[config.mk]
export PLATFORM = sky130hd
export DESIGN_NAME = wdt_index_port
export DESIGN_NICKNAME = d
export VERILOG_FILES = /design/src/core/wdt_pkg.sv /design/src/core/tick_if.sv /design/src/core/wdt_index_port.sv /design/src/core/wdt_prescaler.sv
export SDC_FILE = /design/constraint.sdc
export NUM_CORES = 1
export LEC_CHECK = 0
export ABC_AREA = 1
export BUFFER_PORTS_ARGS = -buffer_cell sky130_fd_sc_hd__buf_2
export CAP_MARGIN = 20
export CORE_MARGIN = 4
export CORE_UTILIZATION = 45
export DETAILED_ROUTE_END_ITERATION = 10
export HOLD_SLACK_MARGIN = 0.12
export MAX_ROUTING_LAYER = met4
export PLACE_DENSITY_LB_ADDON = 0.3
export SLEW_MARGIN = 20
export SYNTH_ARGS = -nofsm -noshare
export SYNTH_HDL_FRONTEND = slang
export SYNTH_SLANG_ARGS = --single-unit
[constraint.sdc]
create_clock -name i_mclk -period 3.3 [get_ports i_mclk]
set_input_delay 0.495 -clock i_mclk [delete_from_list [all_inputs] [get_ports i_mclk]]
set_output_delay 0.495 -clock i_mclk [all_outputs]
set_load 0.02 [all_outputs]
[src/core/wdt_pkg.sv]
// Summary of operation
// - count down from preset, reset at zero
// - each reload restarts countdown from preset
// - index port then data port access
// - time base value 00h selects seconds
// - time base value 08h selects minutes
// - count 1..255 seconds, zero disables
// - count 1..255 minutes in minutes mode
// - activate 00h disables at any time
package wdt_pkg;

   //------------------------------------------------------------
   // host port addresses and keys
   //------------------------------------------------------------
   localparam logic [7:0] INDEX_PORT     = 8'h2e;
   localparam logic [7:0] DATA_PORT      = 8'h2f;
   localparam logic [7:0] UNLOCK_KEY     = 8'h87;
   localparam logic [7:0] LOCK_KEY       = 8'haa;
   localparam logic [7:0] WDT_LDN        = 8'h08;

   //------------------------------------------------------------
   // register indices and values
   //------------------------------------------------------------
   localparam logic [7:0] IDX_LDN_SEL    = 8'h07;
   localparam logic [7:0] IDX_ACTIVATE   = 8'h30;
   localparam logic [7:0] IDX_TIMEBASE   = 8'hf5;
   localparam logic [7:0] IDX_COUNT      = 8'hf6;
   localparam logic [7:0] TB_SECONDS     = 8'h00;
   localparam logic [7:0] TB_MINUTES     = 8'h08;
   localparam logic [7:0] RST_LDN        = 8'h00;
   localparam logic [7:0] RST_ACTIVATE   = 8'h00;
   localparam logic [7:0] RST_TIMEBASE   = 8'h00;
   localparam logic [7:0] RST_COUNT      = 8'h00;
   localparam int         TB_MIN_BIT     = 3;

   //------------------------------------------------------------
   // timing
   //------------------------------------------------------------
   localparam int CLK_HZ         = 125_000_000;
   localparam int SECOND_S       = 1;
   localparam int SEC_CYCLES     = CLK_HZ * SECOND_S;
   localparam int MIN_SECONDS    = 60;
   localparam int RESET_PULSE_NS = 1000;
   localparam int RESET_CYCLES   = (RESET_PULSE_NS * (CLK_HZ / 1_000_000) + 999) / 1000;

endpackage

[src/core/tick_if.sv]
`timescale 1ns/1ps
`default_nettype none
// time base pulses shared between the prescaler and the counter
interface tick_if;
   logic sec_tick;
   logic min_tick;
   logic restart;
   modport gen (output sec_tick, output min_tick, input restart);
   modport use_ (input sec_tick, input min_tick, output restart);
endinterface
`default_nettype wire

[src/core/wdt_index_port.sv]
`timescale 1ns/1ps
`default_nettype none
module wdt_index_port #(
   parameter int SEC_DIV = wdt_pkg::SEC_CYCLES
)(
   // clock and reset
   input  wire logic       i_mclk,
   input  wire logic       i_rst_b,
   // host i/o cycle
   input  wire logic       i_io_wr,
   input  wire logic       i_io_rd,
   input  wire logic [7:0] i_io_addr,
   input  wire logic [7:0] i_io_wdata,
   output logic      [7:0] o_io_rdata,
   output logic            o_io_rvalid,
   // status and reset request
   output logic            o_running,
   output logic            o_sys_reset
);
   import wdt_pkg::*;

   //------------------------------------------------------------
   // reset release
   //------------------------------------------------------------
   logic rst_meta_reg;
   logic rst_n;

   // asynchronous assert, two-flop synchronous release
   always_ff @(posedge i_mclk or negedge i_rst_b)
   begin
      if (!i_rst_b)
      begin
         rst_meta_reg <= 1'b0;
         rst_n        <= 1'b0;
      end
      else
      begin
         rst_meta_reg <= 1'b1;
         rst_n        <= rst_meta_reg;
      end
   end

   //------------------------------------------------------------
   // configuration access decode
   //------------------------------------------------------------
   typedef enum logic [2:0] {
      ST_LOCKED = 3'b001,
      ST_HALF   = 3'b010,
      ST_OPEN   = 3'b100
   } lock_e;

   lock_e       lock_reg;
   lock_e       lock_next;
   logic [7:0]  index_reg;
   logic [7:0]  ldn_reg;
   logic [7:0]  activate_reg;
   logic [7:0]  timebase_reg;
   logic [7:0]  count_reg;
   logic        unlocked;
   logic        wr_index;
   logic        wr_data;
   logic        rd_data;
   logic        ldn_hit;
   logic        wr_ldn;
   logic        wr_act;
   logic        wr_tb;
   logic        wr_cnt;
   logic [7:0]  rd_mux;

   assign unlocked = (lock_reg == ST_OPEN);
   assign wr_index = i_io_wr && (i_io_addr == INDEX_PORT);
   assign wr_data  = i_io_wr && (i_io_addr == DATA_PORT) && unlocked;
   assign rd_data  = i_io_rd && (i_io_addr == DATA_PORT) && unlocked;
   assign ldn_hit  = (ldn_reg == WDT_LDN);
   assign wr_ldn   = wr_data && (index_reg == IDX_LDN_SEL);
   assign wr_act   = wr_data && ldn_hit && (index_reg == IDX_ACTIVATE);
   assign wr_tb    = wr_data && ldn_hit && (index_reg == IDX_TIMEBASE);
   assign wr_cnt   = wr_data && ldn_hit && (index_reg == IDX_COUNT);

   // unlock key twice in a row opens, lock key closes
   always_comb
   begin
      lock_next = lock_reg;
      if (wr_index)
      begin
         unique case (lock_reg)
            ST_LOCKED : lock_next = (i_io_wdata == UNLOCK_KEY) ? ST_HALF : ST_LOCKED;
            ST_HALF   : lock_next = (i_io_wdata == UNLOCK_KEY) ? ST_OPEN : ST_LOCKED;
            ST_OPEN   : lock_next = (i_io_wdata == LOCK_KEY) ? ST_LOCKED : ST_OPEN;
            default   : lock_next = ST_LOCKED;
         endcase
      end
   end

   // index/data selection for reads; other devices read as zero
   assign rd_mux = (index_reg == IDX_LDN_SEL)            ? ldn_reg      :
                   (ldn_hit && index_reg == IDX_ACTIVATE) ? activate_reg :
                   (ldn_hit && index_reg == IDX_TIMEBASE) ? timebase_reg :
                   (ldn_hit && index_reg == IDX_COUNT)    ? count_reg    : 8'h00;

   // lock state and index latch
   always_ff @(posedge i_mclk or negedge rst_n)
   begin
      if (!rst_n)
      begin
         lock_reg  <= ST_LOCKED;
         index_reg <= 8'h00;
      end
      else
      begin
         lock_reg <= lock_next;
         if (wr_index && unlocked)
            index_reg <= i_io_wdata;
      end
   end

   // configuration registers
   always_ff @(posedge i_mclk or negedge rst_n)
   begin
      if (!rst_n)
      begin
         ldn_reg      <= RST_LDN;
         activate_reg <= RST_ACTIVATE;
         timebase_reg <= RST_TIMEBASE;
      end
      else
      begin
         if (wr_ldn)
            ldn_reg <= i_io_wdata;
         if (wr_act)
            activate_reg <= i_io_wdata;
         if (wr_tb)
            timebase_reg <= i_io_wdata;
      end
   end

   // read data returns one cycle after the strobe
   always_ff @(posedge i_mclk or negedge rst_n)
   begin
      if (!rst_n)
      begin
         o_io_rdata  <= 8'h00;
         o_io_rvalid <= 1'b0;
      end
      else
      begin
         o_io_rvalid <= rd_data;
         o_io_rdata  <= rd_data ? rd_mux : 8'h00;
      end
   end

   //------------------------------------------------------------
   // countdown
   //------------------------------------------------------------
   tick_if tk ();

   wdt_prescaler #(
      .SEC_DIV (SEC_DIV)
   ) u_prescaler (
      .i_clk   (i_mclk),
      .i_rst_n (rst_n),
      .tk      (tk)
   );

   logic       enabled;
   logic       minute_mode;
   logic       unit_tick;
   logic       expire;
   logic [7:0] remain_reg;
   logic [7:0] rst_cnt_reg;

   assign enabled     = activate_reg[0];
   assign minute_mode = timebase_reg[TB_MIN_BIT];
   assign unit_tick   = minute_mode ? tk.min_tick : tk.sec_tick;
   assign tk.restart  = wr_cnt || !enabled;
   assign expire      = enabled && (remain_reg == 8'h01) && unit_tick;

   // count register keeps the preset, remain_reg holds remaining units; reload restarts it
   always_ff @(posedge i_mclk or negedge rst_n)
   begin
      if (!rst_n)
      begin
         count_reg  <= RST_COUNT;
         remain_reg <= RST_COUNT;
      end
      else if (wr_cnt)
      begin
         count_reg  <= i_io_wdata;
         remain_reg <= i_io_wdata;
      end
      else if (enabled && remain_reg != 8'h00 && unit_tick)
      begin
         remain_reg <= remain_reg - 8'h01;
      end
   end

   // reset pulse stretched so the board reset logic catches it
   always_ff @(posedge i_mclk or negedge rst_n)
   begin
      if (!rst_n)
      begin
         rst_cnt_reg <= 8'h00;
         o_sys_reset <= 1'b0;
         o_running   <= 1'b0;
      end
      else
      begin
         if (expire)
            rst_cnt_reg <= 8'(RESET_CYCLES);
         else if (rst_cnt_reg != 8'h00)
            rst_cnt_reg <= rst_cnt_reg - 8'h01;
         o_sys_reset <= expire || (rst_cnt_reg > 8'h01);
         // zero count or inactive unit means no timeout
         o_running   <= enabled && (remain_reg != 8'h00);
      end
   end

   //------------------------------------------------------------
   // checks
   //------------------------------------------------------------
   a_disable_stops: assert property (@(posedge i_mclk) disable iff (!rst_n)
      (wr_act && i_io_wdata == 8'h00) |=> ##1 !o_running)
      else $error("unit still running after disable");

   a_zero_disables: assert property (@(posedge i_mclk) disable iff (!rst_n)
      (wr_cnt && i_io_wdata == 8'h00) |=> !expire)
      else $error("zero count expired");

   a_reload_restart: assert property (@(posedge i_mclk) disable iff (!rst_n)
      wr_cnt |=> (remain_reg == $past(i_io_wdata)))
      else $error("reload did not restart count");

   a_expire_reset: assert property (@(posedge i_mclk) disable iff (!rst_n)
      expire |=> o_sys_reset)
      else $error("no reset on expiry");

   a_locked_nowrite: assert property (@(posedge i_mclk) disable iff (!rst_n)
      (lock_reg != ST_OPEN && i_io_wr) |=> $stable(ldn_reg))
      else $error("write accepted while locked");

   a_minute_tick: assert property (@(posedge i_mclk) disable iff (!rst_n)
      (minute_mode && tk.sec_tick && !tk.min_tick && !wr_cnt && enabled)
      |=> $stable(remain_reg))
      else $error("minute mode counted a second");

   a_second_tick: assert property (@(posedge i_mclk) disable iff (!rst_n)
      (!minute_mode && tk.sec_tick && enabled && !wr_cnt && remain_reg > 8'h01)
      |=> (remain_reg == $past(remain_reg) - 8'h01))
      else $error("seconds mode missed a unit");

   a_read_answer: assert property (@(posedge i_mclk) disable iff (!rst_n)
      rd_data |=> o_io_rvalid && (o_io_rdata == $past(rd_mux)))
      else $error("data port read wrong");

   //------------------------------------------------------------
   // lock, select and pulse checks
   //------------------------------------------------------------
   // the lock key must close the port while it is fully open
   a_lock_key_closes: assert property (@(posedge i_mclk) disable iff (!rst_n)
      (wr_index && unlocked && i_io_wdata == LOCK_KEY) |=> (lock_reg == ST_LOCKED))
      else $error("lock key did not close the port");

   // index latch must not move while the port is closed
   a_locked_index: assert property (@(posedge i_mclk) disable iff (!rst_n)
      (!unlocked && wr_index) |=> $stable(index_reg))
      else $error("index moved while locked");

   // another selected device must never reach the activate register
   a_other_ldn_quiet: assert property (@(posedge i_mclk) disable iff (!rst_n)
      (wr_data && !ldn_hit && index_reg == IDX_ACTIVATE) |=> $stable(activate_reg))
      else $error("activate written for another device");

   // time base takes the written value as is
   a_timebase_write: assert property (@(posedge i_mclk) disable iff (!rst_n)
      wr_tb |=> (timebase_reg == $past(i_io_wdata)))
      else $error("time base write lost");

   // running flag follows enable and remaining count one cycle later
   a_running_level: assert property (@(posedge i_mclk) disable iff (!rst_n)
      1'b1 |=> (o_running == $past(enabled && remain_reg != 8'h00)))
      else $error("running flag wrong");

   // count only moves on a reload or a unit tick
   a_count_hold: assert property (@(posedge i_mclk) disable iff (!rst_n)
      (!wr_cnt && !unit_tick) |=> $stable(remain_reg))
      else $error("count moved without a tick");

   // a pulse shorter than a few cycles could be missed by the board
   a_pulse_holds: assert property (@(posedge i_mclk) disable iff (!rst_n)
      $rose(o_sys_reset) |=> o_sys_reset [*8])
      else $error("reset pulse too short");

   // no reset request without a preceding expiry
   a_no_stray_reset: assert property (@(posedge i_mclk) disable iff (!rst_n)
      (!expire && rst_cnt_reg <= 8'h01) |=> !o_sys_reset)
      else $error("reset raised without expiry");

endmodule
`default_nettype wire

[src/core/wdt_prescaler.sv]
`timescale 1ns/1ps
`default_nettype none
module wdt_prescaler #(
   parameter int SEC_DIV = 125_000_000
)(
   // clock and reset
   input  wire logic i_clk,
   input  wire logic i_rst_n,
   // tick outputs
   tick_if.gen       tk
);
   import wdt_pkg::*;

   logic [31:0] sec_cnt_reg;
   logic [5:0]  min_cnt_reg;
   logic        sec_wrap;
   logic        min_wrap;

   assign sec_wrap = (sec_cnt_reg == 32'(SEC_DIV - 1));
   assign min_wrap = sec_wrap && (min_cnt_reg == 6'(MIN_SECONDS - 1));

   // restart aligns the first unit to a full period after reload
   always_ff @(posedge i_clk or negedge i_rst_n)
   begin
      if (!i_rst_n)
      begin
         sec_cnt_reg <= '0;
         min_cnt_reg <= '0;
         tk.sec_tick <= 1'b0;
         tk.min_tick <= 1'b0;
      end
      else if (tk.restart)
      begin
         sec_cnt_reg <= '0;
         min_cnt_reg <= '0;
         tk.sec_tick <= 1'b0;
         tk.min_tick <= 1'b0;
      end
      else
      begin
         sec_cnt_reg <= sec_wrap ? '0 : sec_cnt_reg + 32'd1;
         if (sec_wrap)
            min_cnt_reg <= min_wrap ? '0 : min_cnt_reg + 6'd1;
         tk.sec_tick <= sec_wrap;
         tk.min_tick <= min_wrap;
      end
   end
endmodule
`default_nettype wire

=== After elaboration in Yosys (flattened, before gate mapping) ===
Cells that the tools add are included.

* Register bits after elaboration: 112
* Output and inout bits: 11
* Logic and storage cells: 86

* Add/subtract/negate cells: 4
* $lt $le $gt $ge: 1
* Equality and inequality tests: 15
* Muxes and demuxes: 21
* Reduce and logical (&&, ||, !) cells: 27

{| class="wikitable"
|+ Operator list
! operator !! number
|-
| $mux W8 || 9
|-
| $mux W32 || 2
|-
| $add A32 B1 Y32 const B || 1
|-
| $eq A32 B27 Y1 const B || 1
|-
| $eq A8 B8 Y1 const B || 4
|-
| $eq A8 B6 Y1 const B || 3
|-
| $logic_and A1 B1 Y1 || 19
|-
| $mux W6 || 3
|-
| $reduce_bool A8 Y1 || 2
|-
| $sub A8 B1 Y8 const B || 2
|-
| $pmux W3 S3 || 1
|-
| $eq A8 B1 Y1 const B || 1
|-
| $eq A8 B3 Y1 const B || 1
|-
| $eq A8 B4 Y1 const B || 1
|-
| $gt A8 B1 Y1 const B || 1
|-
| $add A6 B1 Y6 const B || 1
|-
| $eq A6 B6 Y1 const B || 1
|-
| $mux W3 || 2
|-
| $reduce_bool A2 Y1 || 3
|-
| $eq A3 B1 Y1 const B || 1
|-
| $eq A3 B2 Y1 const B || 1
|-
| $eq A3 B3 Y1 const B || 1
|-
| $mux W1 || 3
|-
| $logic_or A1 B1 Y1 || 2
|-
| 2 further kinds || 2
|}

=== Longest topological paths before layout ===
Gate-level depths: netlist (run 1).

* Word-level depth: 7
* Depth in mapped cells: 11

=== Modules after synthesis ===
From an unflattened synthesis (run 1), not the netlist that was laid out.

* Cells, all modules: 822
* Area total of the unflattened synthesis: 6292.3 µm²

{| class="wikitable"
|+ Modules (own cells, without submodules)
! module !! times used !! cells an instance !! area an instance (µm²) !! seq. area each (µm²)
|-
| wdt_index_port || 1 || 474 || 3885.0 || 1803.0
|-
| wdt_prescaler || 1 || 348 || 2407.3 || 1001.0
|}

=== Worst setup path before layout (run 1) ===
Ideal clock, no wire load.

* Kind: input port to flip-flop
* Start: in i_io_addr[4]
* End: reg activate_reg[5]
* Library setup time: 0.127 ns
* Arrival: 1.404 ns
* Setup slack: 1.768 ns
* Stages: 7
* Cells stage by stage: nor2_1 -> nand3_1 -> nor2_4 -> nand3_2 -> buf_6 -> nand2_1 -> o21ai_0

* Longest elaborated chain between the ends: 5

{| class="wikitable"
|+ Ends and longest elaborated chain
! element !! RTL line !! RTL
|-
| start, declared || wdt_index_port.sv:12 || <nowiki>input wire logic [7:0] i_io_addr,</nowiki>
|-
| $eq A8 B6 Y1 || wdt_index_port.sv:72 || <nowiki>assign wr_data = i_io_wr && (i_io_addr == DATA_PORT) && unlocked;</nowiki>
|-
| $logic_and A1 B1 Y1 (2 in a row) || wdt_index_port.sv:72 ||
|-
| $logic_and A1 B1 Y1 (2 in a row) || wdt_index_port.sv:76 || <nowiki>assign wr_act = wr_data && ldn_hit && (index_reg == IDX_ACTIVATE);</nowiki>
|-
| end signal, assigned || wdt_index_port.sv:131 || <nowiki>activate_reg <= i_io_wdata;</nowiki>
|-
| end, declared || wdt_index_port.sv:56 || <nowiki>logic [7:0] activate_reg;</nowiki>
|}

No other way between the ends.
A chain may end at the register's enable or synchronous reset.

=== Final worst setup path (run 1) ===
* Start: reg u_prescaler.min_cnt_reg[0]
* End: reg u_prescaler.min_cnt_reg[5]

* Longest elaborated chain between the ends: 5
* Elaborated cells on any way between the ends: 6

{| class="wikitable"
|+ Ends and longest elaborated chain
! element !! RTL line !! RTL
|-
| start, declared || wdt_prescaler.sv:15 || <nowiki>logic [5:0] min_cnt_reg;</nowiki>
|-
| start signal, assigned || wdt_prescaler.sv:43 || <nowiki>min_cnt_reg <= min_wrap ? '0 : min_cnt_reg + 6'd1;</nowiki>
|-
| parallel branches: the longest is 2 deep, another holds $add A6 B1 Y6 || -- ||
|-
| $mux W6 * || wdt_prescaler.sv:43 ||
|-
| $mux W6 * || wdt_prescaler.sv:42 || <nowiki>if (sec_wrap)</nowiki>
|-
| $mux W6 * || wdt_prescaler.sv:32 || <nowiki>else if (tk.restart)</nowiki>
|}

Mark *: on every way between the ends. The select of a mux whose other input is x is not followed.

==> flow_metrics.env, run 1 <==
export IMPL_fp_dieW_um=126
export IMPL_synth_yosys_warnings=0
export IMPL_yosysTopAreaCell="dfrtp_1"
export IMPL_synth_edf_count=0
export IMPL_fin_crit_ns=1.88
export IMPL_syn_to_final_growth_pct=9.59
export IMPL_worstSetupPathType="reg2reg"
export IMPL_ys_seq_elements=112
export IMPL_synth_top_area_share_pct=44.2
export IMPL_cp_end_kind="flip-flop"
export IMPL_reg2reg_depth=9
export IMPL_clk_pin_slew_ns=0.08
export IMPL_clk_insertion_delay_late_ns=0.37
export IMPL_drtIter0Drc=381
export IMPL_syn_area_per_cell_sq_um=7.52
export IMPL_cp_data_arrival_time_ns=2.14
export IMPL_setup_tns_ns=0
export IMPL_ys_seq_area_share_pct=44.6
export IMPL_drtAntennaViolNets=0
export IMPL_cp_required_ns=3.56
export IMPL_relSlewSlack_pct=51.4
export IMPL_globalplace_congestion=1.02
export IMPL_ios=31
export IMPL_cap_violations=0
export IMPL_fin_skew_ns=0.0151
export IMPL_slowest_stage="dfrtp_1"
export IMPL_wl_um=14500
export IMPL_root_buffer="clkbuf_16"
export IMPL_worstPathCellList="ha_1 -> inv_1 -> or2_2 -> nor3_1 -> nand3_1 -> nand2_1 -> inv_1 -> nand2_1 -> nand2_1"
export IMPL_groute_usage_overall_pct=19.9
export IMPL_slowest_delay_ns=0.39
export IMPL_clockBufferDepth=2
export IMPL_post_dp_hpwl_um=10700
export IMPL_drive_gt1_share_pct=11.3
export IMPL_wl_per_cell_um=13.8
export IMPL_num_vias=5316
export IMPL_p_leak_nw=3.28
export IMPL_largest_reg_flops=32
export IMPL_drc=0
export IMPL_clock_sinks=112
export IMPL_finalCritPeriodShare_pct=57.1
export IMPL_die_h_um=126
export IMPL_cts_setup_buffers=0
export IMPL_grt_pass1_vias=5063
export IMPL_tightestPinTransition_ns=0.728
export IMPL_grt_max_degree=57
export IMPL_synth_cells=836
export IMPL_first_pass_iters=6
export IMPL_synth_nets=863
export IMPL_synthArstFlopShare_pct=100
export IMPL_start_util_pct=46.7
export IMPL_outcome="finished, final reports clean"
export IMPL_rsz0062_at_grt="false"
export IMPL_final_cell_mix="nand2_1, nor2_1, dfrtp_1, inv_1, nand3_1"
export IMPL_worstSetupStartpointType="flip-flop"
export IMPL_numPortBuffers=30
export IMPL_path_common_cell="nand2_1"
export IMPL_core_area_sq_mm=0.0135
export IMPL_final_common_cell="nand2_1"
export IMPL_ctsHtreeMaxLevel=3
export IMPL_dieArea_sq_mm=0.0159
export IMPL_cts_tree="built"
export IMPL_ir_drop_v=0.000265
export IMPL_finalMaxSlewViolations=0
export IMPL_cts_buffers=9
export IMPL_cp_max_fo=4
export IMPL_vias_per_cell=5.05
export IMPL_setup_violations=0
export IMPL_syn_area_sq_mm=0.00629
export IMPL_synthTopCellsByArea="dfrtp_1, nand2_1, nor2_1"
export IMPL_synth_distinct_cells=39
export IMPL_p_per_area_mw_per_mm2=365
export IMPL_grt_overflow=0
export IMPL_hold_viol_final=0
export IMPL_synth_ff_type="dfrtp_1"
export IMPL_antenna_found_initial=0
export IMPL_place_area_sq_mm=0.00659
export IMPL_holdCritPathClass="reg2reg"
export IMPL_num_rows=42
export IMPL_max_freq_mhz=531
export IMPL_nets=898
export IMPL_grt_pass1_wl_um=24800
export IMPL_antenna_cells=0
export IMPL_final_area_sq_mm=0.00689
export IMPL_holdPathStages=0
[Yosys cell counts, types with 2 or more instances]
library cell and n:
a21oi_1 5, buf_6 5, buf_8 2, dfrtp_1 111, ha_1 7, inv_1 90, inv_2 3, nand2_1 264
nand2_4 4, nand3_1 54, nand3_2 9, nand3b_1 5, nand4_1 17, nor2_1 129, nor2_2 8, nor2_4 8
nor3_1 24, nor3_2 2, nor3b_1 3, o211ai_1 3, o21ai_0 35, o21ai_1 6, o21ai_2 8, xnor2_1 5
xor2_1 15
[final timing paths]
check,slack [ns],end,start
worst max register to register,1.42,u_prescaler.min_cnt_reg[5],u_prescaler.min_cnt_reg[0]
worst min-delay path,0.35,rst_n,rst_meta_reg
worst min register to register,0.35,rst_n,rst_meta_reg
max in group asynchronous,2.11,lock_reg[0],rst_n
worst max-delay path,1.42,u_prescaler.min_cnt_reg[5],u_prescaler.min_cnt_reg[0]
min in group asynchronous,0.40,u_prescaler.sec_cnt_reg[4],rst_n
[what timing repair did]
action | CTS | global route
hold endpoints to repair | 2 | 0
resized for setup | 0 | 0
hold buffers | 1 | 0
[cell families (layout without fill, tap and decap cells)]
kind of cell	after synthesis	count (layout)	share of synthesized area, %
XOR/XNOR	20	20	2.79
adder cells (fa/ha/maj)	7	7	1.39
flip-flops	112	112	44.6
AO/OA/AOI/OAI	59	59	5.35
buffers and inverters	102	142	7.06
AND/OR/NAND/NOR	535	535	38.7
other	1	1	0.0596
[critical path, delay by kind of cell (launching register included)]
kind	cells	cell delay [ns]
and+or+nand+nor	6	1.11
DFF	1	0.39
adders and majority gates	1	0.19
buffers and inverters	2	0.10
[through the flow]
step / hold slack [ns] / setup slack (ns) / std cells / total power, W / util (%)
after floorplan: 0.199 / 1.43 / 836 / 0.00143 / -
after global placement: 0.281 / 1.40 / 1035 / 0.00147 / 49.0
after detailed placement: 0.282 / 1.40 / 1035 / 0.00147 / 49.0
after CTS: 0.357 / 1.46 / 1052 / 0.00255 / 51.2
after global routing: 0.384 / 1.28 / 1052 / 0.00261 / 51.2
final: 0.354 / 1.42 / 1052 / 0.00252 / 51.2
[metal layers]
layer / wire length [um] / share of wire, % / vias up / GRT usage (%)
met4: 333 / 2.3 / 0 / 6.69
met5: 0 / 0 / - / -
met2: 6870 / 47 / 117 / 31.3
met3: 686 / 4.7 / 29 / 4.66
li1: - / - / 2717 / -
met1: 6640 / 46 / 2453 / 25.5
[where the power goes]
group / internal, W / leakage, nW / switching, W
sequential: 0.00137 / 1.53 / 0.0000138
combinational: 0.0000153 / 1.61 / 0.0000362
clock: 0.000529 / 0.145 / 0.000550
total: 0.00192 / 3.28 / 0.000600
[cell type report]
class,instances,area [sq um]
multi-input cells,622,3040
fillers,1366,6560
flip-flops and latches,112,2810
clock inverters,7,63.8
inverters,94,354
repair buffers,32,180
well taps,176,220
clock buffers,9,225
No activity file was read; power rests on OpenSTA's default activity.
==> run 2, diff against run 1 <==
==> constraint.sdc (replaced) <==
create_clock -name i_mclk -period 1.9 [get_ports i_mclk]
set_input_delay 0.285 -clock i_mclk [delete_from_list [all_inputs] [get_ports i_mclk]]
set_output_delay 0.285 -clock i_mclk [all_outputs]
set_load 0.02 [all_outputs]
==> run 2 against run 1 <==
  * Worst hold slack lost 0.17 ns
  * Power increased by 81%
  * Sequential power increased by 72%
  * Die area did not move
  * Largest power group unchanged
  * Sequential share of layout area down 0.88 points
  * Core utilization up 1.1 points
==> flow_metrics.env, run 2 (same netlist as run 1, synthesis figures left out) <==
export IMPL_first_pass_iters=7
export IMPL_num_vias=5394
export IMPL_wl_per_cell_um=13.7
export IMPL_cp_data_arrival_time_ns=1.98
export IMPL_ios=31
export IMPL_root_buffer="clkbuf_16"
export IMPL_dieArea_sq_mm=0.0159
export IMPL_clockBufferDepth=2
export IMPL_num_rows=42
export IMPL_cp_end_kind="flip-flop"
export IMPL_cts_tree="built"
export IMPL_cp_required_ns=2.15
export IMPL_start_util_pct=46.7
export IMPL_cts_buffers=9
export IMPL_top_usage_layer="met2"
export IMPL_clock_sinks=112
export IMPL_ctsHtreeMaxLevel=3
export IMPL_grt_pass1_vias=5284
export IMPL_regArea_sq_mm=0.00281
export IMPL_cap_violations=0
export IMPL_hold_viol_final=0
export IMPL_groute_usage_overall_pct=20.0
export IMPL_drc=0
export IMPL_drive_gt1_share_pct=12.7
export IMPL_p_per_area_mw_per_mm2=647
export IMPL_drtAntennaViolNets=0
export IMPL_nFillCells=1311
export IMPL_fp_dieW_um=126
export IMPL_rsz0062_at_grt="false"
export IMPL_setup_violations=0
export IMPL_grt_overflow=0
export IMPL_gr_usage_met3_pct=4.15
export IMPL_drtIter0Drc=336
export IMPL_core_area_sq_mm=0.0135
export IMPL_clk_insertion_delay_late_ns=0.37
export IMPL_grt_pass1_wl_um=25200
export IMPL_p_clk_share_pct=45.0
export IMPL_finalCritPeriodShare_pct=91.0
export IMPL_seqPwrFrac_pct=52.5
export IMPL_swShare_pct=23.6
export IMPL_met2_usage_pct=31.8
export IMPL_hold_worst_slack_ns=0.187
export IMPL_combinationalPowerShare_pct=2.5
export IMPL_holdCritPathClass="reg2async"
export IMPL_internal_power_w=0.00348
export IMPL_final_common_cell="nand2_1"
export IMPL_worstSetupStartpointType="flip-flop"
export IMPL_netSwitchingPower_w=0.00108
export IMPL_fin_skew_ns=0.0109
export IMPL_grt_util_met1_pct=25.7
export IMPL_finalMaxSlewViolations=0
export IMPL_post_dp_hpwl_um=11000
export IMPL_numPortBuffers=30
export IMPL_antenna_cells=0
export IMPL_largest_reg_flops=32
export IMPL_p_leak_nw=3.37
export IMPL_globalplace_congestion=0.947
export IMPL_max_freq_mhz=579
export IMPL_syn_to_final_growth_pct=12.0
export IMPL_worstSetupPathType="reg2reg"
export IMPL_outcome="finished, final reports clean"
export IMPL_vias_per_cell=5.06
export IMPL_cp_max_fo=19
export IMPL_clk_pin_slew_ns=0.08
export IMPL_grt_max_degree=42
export IMPL_die_h_um=126
export IMPL_setup_tns_ns=0
export IMPL_antenna_found_initial=0
export IMPL_ir_drop_v=0.000576
export IMPL_nets=912
export IMPL_multi_input_area_sq_mm=0.00304
export IMPL_final_cell_mix="nand2_1, nor2_1, dfrtp_1, inv_1, nand3_1"
export IMPL_fin_crit_ns=1.73
export IMPL_wl_um=14600
-- run 2: area by class of cell --
type / count / area share, %
Clock inverter: 7 / 1.33
Sequential cell: 112 / 39.9
Tap cell: 176 / 3.13
Inverter: 94 / 5.03
Timing Repair Buffer: 46 / 4.23
Multi-Input combinational cell: 622 / 43.2
Clock buffer: 9 / 3.20
-- run 2: power groups by stage --
stage / Sequential [W] / Combinational, W / Clock, W
after global routing: 0.00240 / 0.000130 / 0.00219
after floorplan: 0.00247 / 0.0000246 / 0
after detailed placement: 0.00244 / 0.000115 / 0
after CTS: 0.00239 / 0.000117 / 0.00208
final: 0.00239 / 0.000112 / 0.00205
after global placement: 0.00244 / 0.000114 / 0
-- run 2: repair_timing --
action	4_1_cts	5_1_grt
resized for setup	0	1
setup endpoints to repair	0	10
hold endpoints to repair	2	0
buffers inserted	0	3
hold buffers	1	0
-- run 2: routing by layer --
layer / vias up / part of all wire, %
met2: 119 / 46
met3: 22 / 4.5
met5: - / 0
met4: 0 / 2.1
li1: 2749 / -
met1: 2504 / 47
-- run 2: worst paths after layout --
check | from | to | slack (ns) | cells after the start
hold / removal | rst_n | o_io_rdata[2] | 0.19 | 0
max in group asynchronous | rst_n | lock_reg[0] | 1.05 | 1
min in group i_mclk | i_io_wdata[2] | count_reg[2] | 0.19 | 3
hold reg to reg | rst_n | o_io_rdata[2] | 0.19 | 0
setup reg to reg | ldn_reg[0] | u_prescaler.min_cnt_reg[0] | 0.17 | 8
setup / recovery | ldn_reg[0] | u_prescaler.min_cnt_reg[0] | 0.17 | 8
-- run 2: critical path, cell delays in order (launching register included) --
cell and delay, ns:
dfrtp_1 0.41, nor2_1 0.19, nand4_2 0.25, nor2_8 0.22, nand2_4 0.15, nand2_8 0.19, nor2_4 0.07, nand2_1 0.07
nand2_1 0.05
-- run 2: through the flow --
| step | total power, W | cells | cell area (sq um) | setup WS [ns] | util, % |
|---|---|---|---|---|---|
| finish | 0.00456 | 1066 | 7040 | 0.172 | 52.4 |
| global route | 0.00471 | 1066 | 7040 | 0.00176 | 52.4 |
| floorplan | 0.00249 | 836 | 6290 | 0.0277 | - |
| CTS | 0.00459 | 1063 | 7020 | 0.117 | 52.1 |
| global placement | 0.00256 | 1046 | 6690 | 0.159 | 49.7 |
| detailed placement | 0.00256 | 1046 | 6690 | 0.134 | 49.7 |
==> run 3, diff against run 2 <==
--- a/config.mk
+++ b/config.mk
@@ -10,6 +10,7 @@
 export CAP_MARGIN = 20
 export CORE_MARGIN = 4
 export CORE_UTILIZATION = 45
+export CTS_BUF_LIST = sky130_fd_sc_hd__clkbuf_8
 export DETAILED_ROUTE_END_ITERATION = 10
 export HOLD_SLACK_MARGIN = 0.12
 export MAX_ROUTING_LAYER = met4
==> run 3 against run 2 <==
  * Sequential power hardly changed
  * Core utilization decreased by 0.62 points
  * Die area unchanged
  * Non-clock buffer count is 2 higher
  * Via count is 0.22% higher
==> flow_metrics.env, run 3 (same netlist as run 1, synthesis figures left out) <==
export IMPL_p_clk_share_pct=38.4
export IMPL_num_rows=42
export IMPL_cts_buffers=9
export IMPL_finalCritPeriodShare_pct=91.6
export IMPL_nFillCells=1322
export IMPL_setup_tns_ns=0
export IMPL_cp_required_ns=2.19
export IMPL_max_freq_mhz=575
export IMPL_root_buffer="clkbuf_8"
export IMPL_finalMaxSlewViolations=0
export IMPL_multi_input_area_sq_mm=0.00304
export IMPL_drtIter0Drc=398
export IMPL_utilization_pct=51.7
export IMPL_holdCritPathClass="in2reg"
export IMPL_grt_pass1_wl_um=25100
export IMPL_internal_power_w=0.00307
export IMPL_ios=31
export IMPL_cp_end_kind="flip-flop"
export IMPL_drtAntennaViolNets=0
export IMPL_ir_drop_v=0.000509
export IMPL_rsz0062_at_grt="false"
export IMPL_post_dp_hpwl_um=11000
export IMPL_gr_usage_met3_pct=4.49
export IMPL_final_cell_mix="nand2_1, nor2_1, dfrtp_1, inv_1, nand3_1"
export IMPL_hold_viol_final=0
export IMPL_grt_overflow=0
export IMPL_final_common_cell="nand2_1"
export IMPL_clock_sinks=112
export IMPL_top_usage_layer="met2"
export IMPL_clk_pin_slew_ns=0.12
export IMPL_groute_usage_overall_pct=19.9
export IMPL_holdCritStartpoint="i_io_wdata[2]"
export IMPL_cap_violations=0
export IMPL_first_pass_iters=5
export IMPL_vias_per_cell=5.06
export IMPL_worstSetupStartpointType="flip-flop"
export IMPL_globalplace_congestion=0.947
export IMPL_start_util_pct=46.7
export IMPL_combinationalPowerShare_pct=2.8
export IMPL_worstSetupPathType="reg2reg"
export IMPL_numPortBuffers=30
export IMPL_wl_um=14600
export IMPL_grt_util_met1_pct=25.8
export IMPL_antenna_cells=0
export IMPL_final_area_sq_mm=0.00696
export IMPL_place_area_sq_mm=0.00669
export IMPL_cts_tree="built"
export IMPL_netSwitchingPower_w=0.00100
export IMPL_met2_usage_pct=31.7
export IMPL_outcome="finished, final reports clean"
export IMPL_clk_insertion_delay_late_ns=0.40
export IMPL_dieArea_sq_mm=0.0159
export IMPL_setup_violations=0
export IMPL_syn_to_final_growth_pct=10.7
export IMPL_startpoint="ldn_reg[0]"
export IMPL_cp_max_fo=19
export IMPL_num_vias=5406
export IMPL_regArea_sq_mm=0.00281
export IMPL_drive_gt1_share_pct=12.8
export IMPL_fp_dieW_um=126
export IMPL_p_per_area_mw_per_mm2=585
export IMPL_drc=0
export IMPL_largest_reg_flops=32
export IMPL_ctsHtreeMaxLevel=3
export IMPL_p_leak_nw=3.33
export IMPL_wl_per_cell_um=13.6
export IMPL_core_area_sq_mm=0.0135
export IMPL_die_h_um=126
export IMPL_fin_skew_ns=0.0183
export IMPL_r2r_start="ldn_reg[0]"
export IMPL_grt_max_degree=42
export IMPL_clockBufferDepth=2
export IMPL_swShare_pct=24.6
export IMPL_cp_data_arrival_time_ns=2.03
export IMPL_fin_crit_ns=1.74
export IMPL_grt_pass1_vias=5262
export IMPL_seqPwrFrac_pct=58.9
export IMPL_antenna_found_initial=0
export IMPL_nets=914
## run 3: changes by cell type in the layout (fill, tap and decap cells not counted)
cell,previous run,this run
clkbuf_16,9,0
clkbuf_8,0,9
buf_4,13,14
dlygate4sd3_1,1,2
## run 3: path summary, 6_finish.rpt
check                                              to  slack (ns)  cells after the start
max                        u_prescaler.min_cnt_reg[0]        0.16                      8
min                                      count_reg[2]        0.16                      3
max reg2reg                u_prescaler.min_cnt_reg[0]        0.16                      8
min reg2reg                u_prescaler.sec_cnt_reg[3]        0.19                      0
max in group asynchronous                 lock_reg[0]        1.05                      1
min in group asynchronous                       rst_n        0.18                      2
## run 3: metrics by stage
| stage | instances | hold slack, ns | setup slack, ns | total power [W] |
|---|---|---|---|---|
| after global routing | 1068 | 0.128 | 0.00457 | 0.00425 |
| after floorplan | 836 | -0.0106 | 0.0277 | 0.00249 |
| after global placement | 1046 | 0.0716 | 0.159 | 0.00256 |
| after CTS | 1064 | 0.130 | 0.101 | 0.00413 |
| after detailed placement | 1046 | 0.0750 | 0.134 | 0.00256 |
| final | 1068 | 0.157 | 0.160 | 0.00407 |
## run 3: final cells by class
type	count	share of cell area [%]
inverter	94	5.09
clock inverter	7	1.35
timing repair buffer	48	4.53
sequential	112	40.3
clock buffer	9	1.78
tap	176	3.16
multi-input combinational	622	43.7
## run 3: critical path: stages (launching register included)
cell and delay, ns:
dfrtp_1 0.42, nor2_1 0.18, nand4_2 0.25, nor2_8 0.22, nand2_4 0.15, nand2_8 0.20
nor2_4 0.07, nand2_1 0.07, nand2_1 0.05
## run 3: repair_timing
action,CTS,global route
endpoints found under the hold margin,3,0
hold buffers,2,0
gates resized for setup,0,1
buffers inserted,0,4
endpoints found under the setup margin,0,10
## run 3: layer usage
metal,part of all wire (%),routed length [um]
met5,0,0
met1,46,6760
met4,1.4,203
met2,47,6880
met3,5.0,728
## run 3: power by group through the flow
stage | logic [W] | registers, W | clock network [W]
global route | 0.000131 | 0.00240 | 0.00172
finish | 0.000113 | 0.00240 | 0.00156
floorplan | 0.0000246 | 0.00247 | 0
detailed placement | 0.000115 | 0.00244 | 0
global placement | 0.000114 | 0.00244 | 0
CTS | 0.000118 | 0.00240 | 0.00162
